==> src/logic/cfg_status_regs.svh <==
// register offsets, field positions, widths and response codes of the configuration status mirror
`ifndef CFG_STATUS_REGS_SVH
`define CFG_STATUS_REGS_SVH
`define OFS_MODE 8'h00
`define OFS_PF_LINK 8'h04
`define OFS_PF_DPA 8'h08
`define OFS_DEV_CTL2 8'h0C
`define OFS_RP_LINK_CTL 8'h10
`define OFS_LINK_STATUS 8'h14
`define OFS_EVENT_IN 8'h18
`define OFS_PF_TPH 8'h1C
`define OFS_VF_TPH_EN 8'h20
`define OFS_VF_ST_MODE 8'h24
`define BIT_ROOT_PORT 0
`define BIT_PF0_RCB 0
`define BIT_PF1_RCB 1
`define BIT_RP_RCB 0
`define BIT_BW_MGMT_IE 1
`define BIT_AUTO_BW_IE 2
`define BIT_EQ_IE 3
`define BIT_BW_MGMT_ST 0
`define BIT_AUTO_BW_ST 1
`define BIT_EQ_REQ_ST 2
`define BIT_TPH_REQ_EN 8
`define NUM_PF 2
`define NUM_VF 6
`define ST_MODE_W 3
`define DPA_STATE_W 5
`define RESP_OKAY 2'h0
`define RESP_SLVERR 2'h2
`endif

==> src/logic/cfg_status_pkg.sv <==
// types shared by the configuration status mirror
package cfg_status_pkg;
  typedef struct packed {
    logic [1:0] rcb;
    logic [1:0] dpa_change;
    logic [1:0] obff;
    logic link_event;
    logic [1:0] pf_hint_en;
    logic [5:0] pf_st_modes;
    logic [5:0] vf_hint_en;
    logic [17:0] vf_st_modes;
  } status_out_type;
  typedef struct packed {
    logic bw_mgmt;
    logic auto_bw;
    logic eq_req;
  } link_event_type;
endpackage

==> src/logic/event_sync.sv <==
// two-flop synchroniser with rising edge detector for link events
`timescale 1ns/1ns
`default_nettype none
module event_sync
(
  input wire logic i_clk,
  input wire logic i_nrst,
  input wire logic [2:0] i_async,
  output logic [2:0] o_rise
);
  typedef struct packed {
    logic [2:0] meta;
    logic [2:0] sync;
    logic [2:0] last;
  } sync_state_type;
  sync_state_type state_r;
  sync_state_type state_nxt;
  always_comb
  begin
    state_nxt = state_r;
    state_nxt.meta = i_async;
    state_nxt.sync = state_r.meta;
    state_nxt.last = state_r.sync;
  end
  always_ff @(posedge i_clk or negedge i_nrst)
  begin
    if (!i_nrst)
      state_r <= '0;
    else
      state_r <= state_nxt;
  end
  assign o_rise = state_r.sync & ~state_r.last;
endmodule
`default_nettype wire

==> src/logic/cfg_status_outputs.sv <==
// configuration status mirror with an AXI4-Lite register slave
// ==========================================================
//
// The AXI4-Lite register port and the placing of the registers were left to the implementer.
`timescale 1ns/1ns
`default_nettype none
`include "cfg_status_regs.svh"
module cfg_status_outputs
(
  input wire logic i_clk,
  input wire logic i_nrst,
  input wire logic [7:0] i_awaddr,
  input wire logic i_awvalid,
  output logic o_awready,
  input wire logic [31:0] i_wdata,
  input wire logic [3:0] i_wstrb,
  input wire logic i_wvalid,
  output logic o_wready,
  output logic [1:0] o_bresp,
  output logic o_bvalid,
  input wire logic i_bready,
  input wire logic [7:0] i_araddr,
  input wire logic i_arvalid,
  output logic o_arready,
  output logic [31:0] o_rdata,
  output logic [1:0] o_rresp,
  output logic o_rvalid,
  input wire logic i_rready,
  input wire logic i_bw_mgmt_event,
  input wire logic i_auto_bw_event,
  input wire logic i_eq_request,
  output logic [1:0] o_rcb_status,
  output logic [1:0] o_dpa_substate_change,
  output logic [1:0] o_obff_enable,
  output logic o_link_event_interrupt,
  output logic [1:0] o_tph_requester_enable,
  output logic [5:0] o_pf_steering_tag_modes,
  output logic [5:0] o_vf_hint_requester_enables,
  output logic [17:0] o_vf_steering_tag_modes
);
  // ==========================================================
  // state
  typedef struct packed {
    logic root_port;
    logic [1:0] pf_link;
    logic [9:0] pf_dpa;
    logic [1:0] obff;
    logic [3:0] rp_link_ctl;
    logic [2:0] link_status;
    logic [31:0] pf_tph;
    logic [5:0] vf_tph_en;
    logic [17:0] vf_st;
    logic [1:0] dpa_pulse;
    logic aw_held;
    logic [7:0] aw_addr;
    logic w_held;
    logic [31:0] w_data;
    logic [3:0] w_strb;
    logic bvalid;
    logic [1:0] bresp;
    logic rvalid;
    logic [31:0] rdata;
    logic [1:0] rresp;
    cfg_status_pkg::status_out_type outs;
  } state_type;
  state_type state_r;
  state_type state_nxt;
  logic [2:0] ev_rise;
  cfg_status_pkg::link_event_type ev;
  event_sync u_event_sync
  (
    .i_clk(i_clk),
    .i_nrst(i_nrst),
    .i_async({i_eq_request, i_auto_bw_event, i_bw_mgmt_event}),
    .o_rise(ev_rise)
  );
  // map by name: the first struct member is the msb, the sync bus has the bandwidth management event at bit 0
  assign ev = '{bw_mgmt: ev_rise[0], auto_bw: ev_rise[1], eq_req: ev_rise[2]};
  // ==========================================================
  // helpers
  function automatic logic [31:0] merge(input logic [31:0] old, input logic [31:0] nw, input logic [3:0] strb);
    logic [31:0] res;
    res = old;
    for (int i = 0; i < 4; i++)
    begin
      if (strb[i])
        res[i*8 +: 8] = nw[i*8 +: 8];
    end
    return res;
  endfunction
  function automatic logic mapped(input logic [7:0] a);
    logic hit;
    hit = 1'b0;
    case (a)
      `OFS_MODE, `OFS_PF_LINK, `OFS_PF_DPA, `OFS_DEV_CTL2, `OFS_RP_LINK_CTL,
      `OFS_LINK_STATUS, `OFS_EVENT_IN, `OFS_PF_TPH, `OFS_VF_TPH_EN, `OFS_VF_ST_MODE:
        hit = 1'b1;
      default:
        hit = 1'b0;
    endcase
    return hit;
  endfunction
  // ==========================================================
  // next state
  always_comb
  begin
    logic [31:0] wv;
    logic do_write;
    logic [2:0] set_st;
    logic [2:0] clr_st;
    wv = '0;
    do_write = 1'b0;
    set_st = '0;
    clr_st = '0;
    state_nxt = state_r;
    state_nxt.dpa_pulse = 2'h0;
    if (i_awvalid && o_awready)
    begin
      state_nxt.aw_held = 1'b1;
      state_nxt.aw_addr = {i_awaddr[7:2], 2'h0};
    end
    if (i_wvalid && o_wready)
    begin
      state_nxt.w_held = 1'b1;
      state_nxt.w_data = i_wdata;
      state_nxt.w_strb = i_wstrb;
    end
    if (state_r.aw_held && state_r.w_held && !state_r.bvalid)
    begin
      do_write = 1'b1;
      state_nxt.aw_held = 1'b0;
      state_nxt.w_held = 1'b0;
      state_nxt.bvalid = 1'b1;
      state_nxt.bresp = mapped(state_r.aw_addr) ? `RESP_OKAY : `RESP_SLVERR;
    end
    if (state_r.bvalid && i_bready)
      state_nxt.bvalid = 1'b0;
    if (do_write)
    begin
      case (state_r.aw_addr)
        `OFS_MODE:
        begin
          wv = merge({31'h0, state_r.root_port}, state_r.w_data, state_r.w_strb);
          state_nxt.root_port = wv[`BIT_ROOT_PORT];
        end
        `OFS_PF_LINK:
        begin
          wv = merge({30'h0, state_r.pf_link}, state_r.w_data, state_r.w_strb);
          state_nxt.pf_link = wv[1:0];
        end
        `OFS_PF_DPA:
        begin
          wv = merge({22'h0, state_r.pf_dpa}, state_r.w_data, state_r.w_strb);
          state_nxt.pf_dpa = wv[9:0];
          for (int f = 0; f < `NUM_PF; f++)
          begin
            if (wv[f*`DPA_STATE_W +: `DPA_STATE_W] != state_r.pf_dpa[f*`DPA_STATE_W +: `DPA_STATE_W]
                && !state_r.root_port)
              state_nxt.dpa_pulse[f] = 1'b1;
          end
        end
        `OFS_DEV_CTL2:
        begin
          wv = merge({30'h0, state_r.obff}, state_r.w_data, state_r.w_strb);
          state_nxt.obff = wv[1:0];
        end
        `OFS_RP_LINK_CTL:
        begin
          wv = merge({28'h0, state_r.rp_link_ctl}, state_r.w_data, state_r.w_strb);
          state_nxt.rp_link_ctl = wv[3:0];
        end
        `OFS_LINK_STATUS:
          if (state_r.w_strb[0])
            clr_st = state_r.w_data[2:0];
        `OFS_PF_TPH:
          state_nxt.pf_tph = merge(state_r.pf_tph, state_r.w_data, state_r.w_strb);
        `OFS_VF_TPH_EN:
        begin
          wv = merge({26'h0, state_r.vf_tph_en}, state_r.w_data, state_r.w_strb);
          state_nxt.vf_tph_en = wv[5:0];
        end
        `OFS_VF_ST_MODE:
        begin
          wv = merge({14'h0, state_r.vf_st}, state_r.w_data, state_r.w_strb);
          state_nxt.vf_st = wv[17:0];
        end
        default:
          wv = '0;
      endcase
    end
    // link events only matter for a root port; set wins over a write-one clear
    if (state_r.root_port)
      set_st = {ev.eq_req, ev.auto_bw, ev.bw_mgmt};
    state_nxt.link_status = (state_r.link_status & ~clr_st) | set_st;
    if (i_arvalid && o_arready)
    begin
      state_nxt.rvalid = 1'b1;
      state_nxt.rresp = mapped({i_araddr[7:2], 2'h0}) ? `RESP_OKAY : `RESP_SLVERR;
      case ({i_araddr[7:2], 2'h0})
        `OFS_MODE: state_nxt.rdata = {31'h0, state_r.root_port};
        `OFS_PF_LINK: state_nxt.rdata = {30'h0, state_r.pf_link};
        `OFS_PF_DPA: state_nxt.rdata = {22'h0, state_r.pf_dpa};
        `OFS_DEV_CTL2: state_nxt.rdata = {30'h0, state_r.obff};
        `OFS_RP_LINK_CTL: state_nxt.rdata = {28'h0, state_r.rp_link_ctl};
        `OFS_LINK_STATUS: state_nxt.rdata = {29'h0, state_r.link_status};
        `OFS_EVENT_IN: state_nxt.rdata = {29'h0, ev_rise};
        `OFS_PF_TPH: state_nxt.rdata = state_r.pf_tph;
        `OFS_VF_TPH_EN: state_nxt.rdata = {26'h0, state_r.vf_tph_en};
        `OFS_VF_ST_MODE: state_nxt.rdata = {14'h0, state_r.vf_st};
        default: state_nxt.rdata = 32'h0;
      endcase
    end
    else if (state_r.rvalid && i_rready)
      state_nxt.rvalid = 1'b0;
    // outputs registered from the current copy: one cycle behind a write
    if (state_r.root_port)
      state_nxt.outs.rcb = {1'b0, state_r.rp_link_ctl[`BIT_RP_RCB]};
    else
      state_nxt.outs.rcb = {state_r.pf_link[`BIT_PF1_RCB], state_r.pf_link[`BIT_PF0_RCB]};
    state_nxt.outs.dpa_change = state_r.root_port ? 2'h0 : state_r.dpa_pulse;
    state_nxt.outs.obff = state_r.obff;
    state_nxt.outs.link_event = state_r.root_port &&
      ((state_r.link_status[`BIT_BW_MGMT_ST] && state_r.rp_link_ctl[`BIT_BW_MGMT_IE]) ||
       (state_r.link_status[`BIT_AUTO_BW_ST] && state_r.rp_link_ctl[`BIT_AUTO_BW_IE]) ||
       (state_r.link_status[`BIT_EQ_REQ_ST] && state_r.rp_link_ctl[`BIT_EQ_IE]));
    for (int f = 0; f < `NUM_PF; f++)
    begin
      state_nxt.outs.pf_hint_en[f] = state_r.pf_tph[f*16 + `BIT_TPH_REQ_EN];
      state_nxt.outs.pf_st_modes[f*`ST_MODE_W +: `ST_MODE_W] = state_r.pf_tph[f*16 +: `ST_MODE_W];
    end
    state_nxt.outs.vf_hint_en = state_r.vf_tph_en;
    state_nxt.outs.vf_st_modes = state_r.vf_st;
  end
  always_ff @(posedge i_clk or negedge i_nrst)
  begin
    if (!i_nrst)
      state_r <= '0;
    else
      state_r <= state_nxt;
  end
  // ==========================================================
  // ports
  assign o_awready = !state_r.aw_held;
  assign o_wready = !state_r.w_held;
  assign o_bvalid = state_r.bvalid;
  assign o_bresp = state_r.bresp;
  assign o_arready = !state_r.rvalid;
  assign o_rvalid = state_r.rvalid;
  assign o_rdata = state_r.rdata;
  assign o_rresp = state_r.rresp;
  assign o_rcb_status = state_r.outs.rcb;
  assign o_dpa_substate_change = state_r.outs.dpa_change;
  assign o_obff_enable = state_r.outs.obff;
  assign o_link_event_interrupt = state_r.outs.link_event;
  assign o_tph_requester_enable = state_r.outs.pf_hint_en;
  assign o_pf_steering_tag_modes = state_r.outs.pf_st_modes;
  assign o_vf_hint_requester_enables = state_r.outs.vf_hint_en;
  assign o_vf_steering_tag_modes = state_r.outs.vf_st_modes;
endmodule
`default_nettype wire

==> config.mk <==
export PLATFORM = sky130hd
export DESIGN_NAME = cfg_status_outputs
export DESIGN_NICKNAME = d
export VERILOG_FILES = /design/src/logic/cfg_status_pkg.sv /design/src/logic/event_sync.sv /design/src/logic/cfg_status_outputs.sv
export VERILOG_INCLUDE_DIRS = /design/src /design/src/logic
export SDC_FILE = /design/constraint.sdc
export NUM_CORES = 1
export LEC_CHECK = 0
export ABC_AREA = 0
export BUFFER_PORTS_ARGS = -buffer_cell sky130_fd_sc_hd__buf_2
export CORE_ASPECT_RATIO = 0.9
export CORE_UTILIZATION = 58
export CTS_BUF_LIST = sky130_fd_sc_hd__clkbuf_16
export DETAILED_ROUTE_END_ITERATION = 10
export HOLD_SLACK_MARGIN = 0.06
export PLACE_DENSITY = 0.82
export SLEW_MARGIN = 0
export SYNTH_ARGS = -nofsm -noshare
export SYNTH_HDL_FRONTEND = slang
export SYNTH_SLANG_ARGS = --single-unit
export TNS_END_PERCENT = 100
==> constraint.sdc <==
create_clock -name i_clk -period 3.3 [get_ports i_clk]
set_input_delay 0.33 -clock i_clk [delete_from_list [all_inputs] [get_ports i_clk]]
set_output_delay 0.33 -clock i_clk [all_outputs]
set_load 0.02 [all_outputs]
# Word level (Yosys, flattened, before mapping)
# Index checks and enable logic that the tools add are counted.
# word_totals
reg_bits,210
latch_bits,0
ramBits,0
romBits,0
input_bits,62
out_inout_bits,80
mem_count,0
# op_classes
add_sub_neg,0
n_mul,0
div,0
n_lt_le_gt_ge,0
n_eq_ne,20
n_shift,0
muxes,32
n_bitwise,5
reduce_logical,41
# op_table
operator,count
one-hot mux 32 bit (10 select lines),1
"equality test 6 x 3 -> 1 bit, second input constant",8
2-to-1 mux 37 bit,1
AND reduction 3 bit,12
"equality test 6 x 2 -> 1 bit, second input constant",4
"equality test 6 x 4 -> 1 bit, second input constant",4
2-to-1 mux 8 bit,3
OR reduction 10 bit,2
2-to-1 mux 2 bit,9
2-to-1 mux 3 bit,5
logical AND 1 bit,13
"equality test 6 x 1 -> 1 bit, second input constant",2
2-to-1 mux 1 bit,12
!= test 5 bit,2
2-to-1 mux 9 bit,1
zero test 8 bit,1
nonzero test 2 bit,4
bitwise AND 3 bit,2
zero test 6 bit,1
inverter 3 bit,2
zero test 1 bit,5
OR 3 bit,1
logical OR 1 bit,2
AND reduction 2 bit,1

# Logic depth before layout (Yosys ltp)
# Gate-level depths: netlist of run 1.
# depth
ltp_word,9
depth_mapped,7
depth_no_buf,4

# Hierarchy
# From an unflattened synthesis of run 1, not the netlist that was laid out.
# hier_totals
hier_cells,623
hier_area_um2,8700.8
# modules_own_cells
module,n_inst,cells_per_inst,area_each_um2,seq_area_each_um2
cfg_status_outputs,1,611,8434.3,4979.8
event_sync,1,12,266.5,225.2

# Worst setup path before layout of run 1
# Ideal clock, no wire load.
# synth_timing
kind,register -> register
start,reg state_r[119] in the netlist's numbering
end,"reg state_r, in the netlist state_nxt[24]"
t_arrival_ns,1.577
path_slack_ns,1.598
stages_incl_launch_ff,5
path_buffers,0
synth_period_minus_slack_ns,1.702
cell_sequence,dfrtp_1 nor4b_4 nand3_4 nor2_2 mux2_2
# synth_via
elab_chain_cells,2
# synth_lines
item,line,source
"start, declared",cfg_status_outputs.sv:66,state_type state_r;
"start signal, assigned",cfg_status_outputs.sv:239,state_r <= state_nxt;
equality test 6 x 3 -> 1 bit,cfg_status_outputs.sv:140,case (state_r.aw_addr)
AND reduction 3 bit (no source line),--,
# Every way passes these cells.
# A chain may end at the register's enable or synchronous reset.

# Final worst setup path of run 1
# Ends and elaborated chain as after synthesis.

==> results.cfg, run 1 <==
[setup_path]
crit_path_max_fanout = 8
required_ns = 3.67
cp-end-kind = flip-flop
crit_type = reg -> reg
cp-start-kind = flip-flop
cp_data_arrival_time_ns = 2.44

[power]
p_per_area_nw_per_um2 = 832
finalPower_uw = 8190
irDropWorstVdd_v = 0.000462
p_leak_uw = 0.00496

[synth]
synth_edf_count = 0
ys_top_cells_by_count = dfrtp_1 (208), mux2_2 (109), buf_4 (76)
ys_types = 55
ys_top_cells_by_area = dfrtp_1 (60%), mux2_2 (14%), buf_4 (6.6%), nand2_1 (2.3%), mux2_4 (1.4%)
async_flop_share = 1.00
syn_area_sq_um = 8660
syn-mean-instance-area_sq_um = 13.3
yosys.area.top_type_share = 0.601
synth_largest_area_cell = dfrtp_1
ys.warnings.count = 0
synth.most_common_cell = dfrtp_1
ys_seq_area_frac = 0.601
ys.flop_type = dfrtp_1
synth-seq-cells = 208
synthCells = 652

[floorplan]
io_pins = 142
row_count = 41
core_area_sq_um = 14300
dieArea_sq_um = 15400
die_y_um = 118
initial_core_util = 0.605
fp.dieW_um = 131

[layout]
area_delta_synth_final_pct = 13.6
fillers = 1016
fin_nets = 798
stdcell_area_sq_um = 9840
drive_above_1_share = 0.402
antenna_cells = 0
multi_input_area_sq_um = 2740
register_area_sq_um = 5200

[clock_network]
clkLatencyLatePin_ns = 0.50
ctsLongestPathBuffers = 3
cts_setup_buffers = 0
clockRootBuffer = clkbuf_16
cts_tree = yes
h-tree-depth = 1
clkTransAtPathRegs_ns = 0.06
cts.sinks = 208
cts_resized = 0
numCtsBuffers = 21

[route]
ant_nets = 0
vias_per_cell = 5.58
firstDrtPassIters = 4
initialDrtViolationCount = 378
wl_per_cell_um = 18.9
num_vias = 5267
drc = 0
wl_mm = 17.8

[sta]
fmax_mhz = 482
final.setup_skew_ns = 0.0165
worst_pin_slew_ns = 1.02
period_share = 0.629
min_period_ns = 2.08
setup_viol = 0
finalHoldViolCount = 0
slew_viol_final = 0
tns_ns = 0
whs_ns = 0.0708
slew-limit-headroom = 0.316
rsz0062_at_grt = no

[placement]
place_hpwl_mm = 11.9
place.gp.congestion = 0.850
dpl_cell_area_sq_um = 8970
port_buffers = 135

[global_route]
grt_pass1_vias = 5538
grt_overflow = 0
grt_pass1_wl_mm = 29.1
grt_usage = 0.244
grt_max_degree = 101
antenna_found_initial = 0

[job]
cap_violations = 0

[run_status]
run_status = finished clean

[worst_hold_path]
hold_class = in -> reg
[layout make-up]
class | instances | area share
flip-flops and latches | 208 | 0.529
multi-input cells | 332 | 0.278
repair buffers | 164 | 0.0985
clock buffers | 21 | 0.0534
well taps | 193 | 0.0245
clock inverters | 17 | 0.0128
inverters | 9 | 0.00343
[critical path, stage by stage, from the launching register on]
cell and delay [ns]:
dfrtp_1 0.47, nor4b_4 0.41, nand3_4 0.16, nor2_2 0.51, mux2_2 0.40
[worst paths after layout]
path	from	to	slack, ns	cells past startpoint
max	state_r[119]	state_nxt[24]	1.22	4
min	i_wdata[3]	state_r[84]	0.07	2
min reg2reg	u_event_sync.state_nxt[3]	u_event_sync.state_nxt[0]	0.35	0
max in group asynchronous	i_nrst	o_rcb_status[1]	1.87	3
max reg2reg	state_r[119]	state_nxt[24]	1.22	4
min in group asynchronous	i_nrst	u_event_sync.state_nxt[4]	0.47	2
[state kept, by name, indices dropped and copies added, names as in the netlist]
register,count
o_tph_requester_enable,2
o_dpa_substate_change,2
o_obff_enable,2
o_vf_steering_tag_modes,18
o_rcb_status,2
o_rvalid,1
o_bvalid,1
o_pf_steering_tag_modes,6
o_vf_hint_requester_enables,6
o_link_event_interrupt,1
u_event_sync.state_nxt,6
o_rdata,32
o_rresp,1
state_nxt,34
state_r,90
o_bresp,1
u_event_sync.state_r,3
[kinds of logic after synthesis]
| kind of cell | after synthesis | synth area share |
|---|---|---|
| buffers and inverters | 113 | 0.0842 |
| muxes | 123 | 0.163 |
| other | 1 | 0.000433 |
| and+or+nand+nor | 133 | 0.0891 |
| xor gates and xnor gates | 10 | 0.0101 |
| AOI/OAI and AO/OA | 64 | 0.0523 |
| DFF | 208 | 0.601 |
[through the flow]
step	worst slack, ns	utilization	std cells
2_1_floorplan	1.60	-	653
3_3_place_gp	1.17	0.627	884
3_5_place_dp	1.09	0.627	884
4_1_cts	1.23	0.688	944
5_1_grt	1.12	0.688	944
6_report	1.22	0.688	944
[cells in the final DEF (no fill, tap or decap), types with 3 or more instances in the layout]
cell             n
a21oi_1          3
a222oi_1         7
a22oi_1         10
a32o_1           3
a32oi_1          3
and3_1           6
buf_2          134
buf_4            6
clkbuf_16       21
clkinv_1         6
clkinv_2         4
dfrtp_1        208
dlygate4sd3_1   22
inv_1           13
mux2_2         109
mux2_4           8
mux2i_1          4
nand2_1         54
nand3_1         19
nand3b_1         4
nand4b_1         3
nand4bb_1        3
nor2_1          13
nor2_2           3
nor2b_1          5
o211ai_1         6
o21ai_0         21
xor2_1           8
[report_power, final]
group | internal [uW] | switching, uW
sequential | 3400 | 762
combinational | 924 | 853
clock | 1310 | 932
[repair_timing]
action,4_1_cts,5_1_grt
endpoints found under the hold margin,119,0
endpoints found under the setup margin,0,0
hold buffers,22,0
[layer usage]
metal  part of all wire  up-vias  GRT usage
met5                  0        -          0
met4              0.015        0     0.0625
met3              0.066       27     0.0436
met2               0.50      163      0.403
met1               0.42     2700      0.334
li1                   -     2377          -
Power figures use the tool's default switching activity.
==> run 2, diff against run 1 <==
--- a/config.mk
+++ b/config.mk
@@ -9,11 +9,11 @@
 export ABC_AREA = 0
 export BUFFER_PORTS_ARGS = -buffer_cell sky130_fd_sc_hd__buf_2
 export CORE_ASPECT_RATIO = 0.9
-export CORE_UTILIZATION = 58
+export CORE_UTILIZATION = 56
 export CTS_BUF_LIST = sky130_fd_sc_hd__clkbuf_16
 export DETAILED_ROUTE_END_ITERATION = 10
 export HOLD_SLACK_MARGIN = 0.06
-export PLACE_DENSITY = 0.82
+export PLACE_DENSITY = 0.79
 export SLEW_MARGIN = 0
 export SYNTH_ARGS = -nofsm -noshare
 export SYNTH_HDL_FRONTEND = slang
==> constraint.sdc (replaced) <==
create_clock -name i_clk -period 2.2 [get_ports i_clk]
set_input_delay 0.22 -clock i_clk [delete_from_list [all_inputs] [get_ports i_clk]]
set_output_delay 0.22 -clock i_clk [all_outputs]
set_load 0.02 [all_outputs]
==> run 2 against run 1 <==
Against the previous run: critical path depth unchanged; fmax up 2.5%; die area up 3.5%; highest routed layer unchanged.
==> results.cfg, run 2 (same netlist as run 1, synthesis figures left out) <==
[route]
routed.top_layer = met4
wl_met1_mm = 8.08
wl_per_cell_um = 18.4
wl_met2_mm = 8.87
drc = 0
ant_nets = 0
firstDrtPassIters = 5
wl_mm = 18.1
initialDrtViolationCount = 302
wl_met3_um = 760
num_vias = 5323
vias_per_cell = 5.42

[setup_path]
required_ns = 2.57
r2r_slack_ns = 0.17
cp_data_arrival_time_ns = 2.39
rr_startpoint = state_r[77]
cp-start-kind = flip-flop
cp_cell_sequence = nand4b_1, nor3_1, nand2_1, mux2_2
cp-startpoint = state_r[77]
cp-end-kind = flip-flop
r2r_cells = 4
crit_type = reg -> reg
crit_path_max_fanout = 6
slowest_delay_ns = 0.51
critPathBufInv = 0
r2r-end = state_nxt[18]
crit_path_top_delay_cell = dfrtp_1
crit_family = simple AND/OR/NAND/NOR gates

[clock_network]
clkTransAtPathRegs_ns = 0.06
cts_tree = yes
clkLatencyLatePin_ns = 0.49
h-tree-depth = 1
cts.sinks = 208
ctsLongestPathBuffers = 3
numCtsBuffers = 21
clockRootBuffer = clkbuf_16

[sta]
slew-limit-headroom = 0.609
period_share = 0.921
min_period_ns = 2.03
finalHoldViolCount = 0
tns_ns = 0
fmax_mhz = 494
rsz0062_at_grt = no
slew_viol_final = 0
finalWorstSetupSlack_ns = 0.175
setup_viol = 0
final.setup_skew_ns = 0.0149
worst_pin_slew_ns = 0.585

[global_route]
grt_pass1_wl_mm = 29.5
grt_usage = 0.238
grt_pass1_vias = 5550
antenna_found_initial = 0
grt_overflow = 0
grt_max_degree = 71

[layout]
register_area_sq_um = 5200
area_delta_synth_final_pct = 18.1
fillers = 1065
antenna_cells = 0
multi_input_area_sq_um = 2740
largest-register = state_r
final_cell_mix = dfrtp_1 (208), buf_2 (134), mux2_2 (109)
final_util = 0.685
largest_reg_flops = 90
final_cells = 983
drive_above_1_share = 0.394
fin_nets = 834
final_common_cell = dfrtp_1

[power]
clock_power_share = 0.277
combPwrFrac = 0.223
p_sw_uw = 3830
sequentialPowerShare = 0.501
p_int_uw = 8630
p_leak_uw = 0.00513
p_per_area_nw_per_um2 = 1220
irDropWorstVdd_v = 0.000882
swShare = 0.307

[floorplan]
dieArea_sq_um = 16000
row_count = 42
die_y_um = 120
io_pins = 142
fp.dieW_um = 133
core_area_sq_um = 14900
initial_core_util = 0.580

[placement]
place_ws_ns = 0.211
port_buffers = 135
post-place-cells = 897
place_hpwl_mm = 11.9
place.gp.congestion = 0.842

[worst_hold_path]
holdPathEnd = o_rdata[0]
hp-start = i_araddr[6]
hold_class = in -> reg
holdPathStages = 4

[job]
cap_violations = 0

[run_status]
run_status = finished clean
==> run 2: power by group through the flow <==
stage	clock [uW]	combinational, uW	sequential (uW)
4_1_cts	3520	2790	6220
6_report	3450	2770	6230
5_1_grt	3660	2990	6410
3_5_place_dp	0	2690	6270
3_3_place_gp	0	2570	6170
2_1_floorplan	0	2430	5820
==> run 2: cell type report <==
| type | count | share of cell area |
|---|---|---|
| multi-input cells | 332 | 0.268 |
| clock inverters | 15 | 0.0136 |
| flip-flops and latches | 208 | 0.509 |
| clock buffers | 21 | 0.0514 |
| repair buffers | 200 | 0.131 |
| inverters | 9 | 0.00330 |
| well taps | 198 | 0.0242 |
==> run 2: worst reg2reg max path, cell delays in order, from the launching register on <==
cell	delay [ns]
dfrtp_1	0.51
nand4b_1	0.33
nor3_1	0.36
nand2_1	0.33
mux2_2	0.37
==> run 2: timing repair <==
action / in CTS / in global routing
resized for setup: 0 / 0
buffers inserted: 0 / 0
hold endpoints to repair: 107 / 0
hold buffers: 50 / 0
==> run 2: metrics by stage <==
step	area, sq um	hold WS, ns	power [uW]
floorplan	8660	-0.0756	8250
global route	10200	0.173	13100
detailed placement	9060	0.240	8960
CTS	10200	0.152	12500
global placement	9060	0.226	8740
finish	10200	0.162	12500
==> run 2: worst max-delay path by stage <==
| stage | to | depth (start not counted) | slack (ns) |
|---|---|---|---|
| after floorplan | state_nxt[24] | 4 | 0.50 |
| after global placement | state_nxt[15] | 4 | 0.24 |
| after detailed placement | state_nxt[11] | 4 | 0.21 |
| after CTS | state_nxt[10] | 4 | 0.20 |
| after global routing | state_nxt[10] | 4 | 0.07 |
| final | state_nxt[18] | 4 | 0.17 |
==> run 2: layer usage <==
metal  vias to the layer above  GRT usage
met5                         -          0
met4                         0     0.0653
met3                        25     0.0355
met2                       132      0.397
met1                      2718      0.326
li1                       2448          -
==> run 3, diff against run 2 <==
==> constraint.sdc (replaced) <==
create_clock -name i_clk -period 2.2 [get_ports i_clk]
set_input_delay 0.11 -clock i_clk [delete_from_list [all_inputs] [get_ports i_clk]]
set_output_delay 0.11 -clock i_clk [all_outputs]
set_load 0.02 [all_outputs]
==> run 3 against run 2 <==
Against the previous run: sequential share of layout area is 0.24 points higher; die area unchanged; hold slack got worse by 0.077 ns; critical path depth stayed put; first-iteration DRC count grew 26%; core utilization shrank 0.32 points.
==> results.cfg, run 3 (same netlist as run 1, synthesis figures left out) <==
[global_route]
antenna_found_initial = 1
grt_overflow = 0
grt_pass1_vias = 5760
grt_max_degree = 60
grt_pass1_wl_mm = 30.5
grt_usage = 0.246

[layout]
fillers = 1083
largest-register = state_r
largest_reg_flops = 90
drive_above_1_share = 0.392
final_common_cell = dfrtp_1
register_area_sq_um = 5200
multi_input_area_sq_um = 2740
fin_nets = 835
final_cell_mix = dfrtp_1 (208), buf_2 (134), mux2_2 (109)
area_delta_synth_final_pct = 17.5

[clock_network]
cts_setup_buffers = 0
cts_tree = yes
numCtsBuffers = 21
h-tree-depth = 1
cts.sinks = 208
clkLatencyLatePin_ns = 0.49
clkTransAtPathRegs_ns = 0.06
clockRootBuffer = clkbuf_16
ctsLongestPathBuffers = 3

[setup_path]
required_ns = 2.57
crit_path_top_delay_cell = dfrtp_1
crit_path_max_fanout = 8
cp-start-kind = flip-flop
crit_type = reg -> reg
cp_data_arrival_time_ns = 2.41
slowest_delay_ns = 0.47
cp_cell_sequence = nor4b_2, and3b_1, and3_1, mux2_2
crit_family = simple AND/OR/NAND/NOR gates
cp-end-kind = flip-flop
critPathBufInv = 0

[route]
firstDrtPassIters = 5
initialDrtViolationCount = 380
drc = 0
wl_mm = 18.6
wl_per_cell_um = 18.8
ant_nets = 0
num_vias = 5424
vias_per_cell = 5.51

[floorplan]
fp.dieW_um = 133
core_area_sq_um = 14900
dieArea_sq_um = 16000
io_pins = 142
die_y_um = 120
row_count = 42
initial_core_util = 0.580

[sta]
final.setup_skew_ns = 0.0114
slew_viol_final = 0
period_share = 0.927
min_period_ns = 2.04
fmax_mhz = 490
rsz0062_at_grt = no
slew-limit-headroom = 0.615
setup_viol = 0
tns_ns = 0
finalWorstSetupSlack_ns = 0.160
worst_pin_slew_ns = 0.575
finalHoldViolCount = 0

[power]
p_leak_uw = 0.00509
p_per_area_nw_per_um2 = 1200
irDropWorstVdd_v = 0.000917

[placement]
place_ws_ns = 0.178
port_buffers = 135
place.gp.congestion = 0.843
place_hpwl_mm = 12.3

[worst_hold_path]
hold_class = in -> reg

[job]
cap_violations = 0

[run_status]
run_status = finished clean
run 3: power by group:
group	internal, uW	switching [uW]
registers	5110	1150
clock network	1720	1400
logic	1460	1320
total	8290	3870
run 3: layer usage:
layer | track usage | vias up | part of all wire
met5 | 0 | - | 0
met4 | 0.0817 | 0 | 0.028
met3 | 0.0376 | 39 | 0.050
met2 | 0.406 | 160 | 0.49
met1 | 0.336 | 2778 | 0.43
li1 | - | 2447 | -
run 3: stage by stage:
step | cell area, sq um | hold slack, ns | cells | utilization | total power, uW
global route | 10200 | 0.0831 | 985 | 0.682 | 12800
finish | 10200 | 0.0849 | 985 | 0.682 | 12200
floorplan | 8660 | -0.186 | 653 | - | 8250
global placement | 9070 | 0.0541 | 896 | 0.607 | 8750
detailed placement | 9070 | 0.0571 | 896 | 0.607 | 9000
CTS | 10200 | 0.0712 | 984 | 0.682 | 12200
run 3: path summary, 6_finish.rpt:
check,start,endpoint,slack [ns],cells after the start
max,state_r[121],state_nxt[10],0.16,4
min,i_araddr[7],o_rdata[0],0.08,4
max reg2reg,state_r[121],state_nxt[10],0.16,4
min reg2reg,u_event_sync.state_nxt[4],u_event_sync.state_nxt[1],0.35,0
max in group asynchronous,i_nrst,state_r[81],1.34,3
min in group asynchronous,i_nrst,u_event_sync.state_nxt[3],0.10,2
run 3: worst reg2reg max path: stages, from the launching register on:
cell	delay [ns]
dfrtp_1	0.47
nor4b_2	0.34
and3b_1	0.27
and3_1	0.46
mux2_2	0.39
run 3: layout make-up:
class / count / area share
clock inverters: 15 / 0.00627
repair buffers: 201 / 0.134
diodes: 1 / 0.000246
flip-flops and latches: 208 / 0.511
inverters: 9 / 0.00332
multi-input cells: 332 / 0.269
well taps: 198 / 0.0243
clock buffers: 21 / 0.0516
run 3: timing repair:
| item | 4_1_cts | 5_1_grt |
|---|---|---|
| resized for setup | 0 | 0 |
| endpoints found under the hold margin | 258 | 0 |
| hold buffers | 52 | 0 |
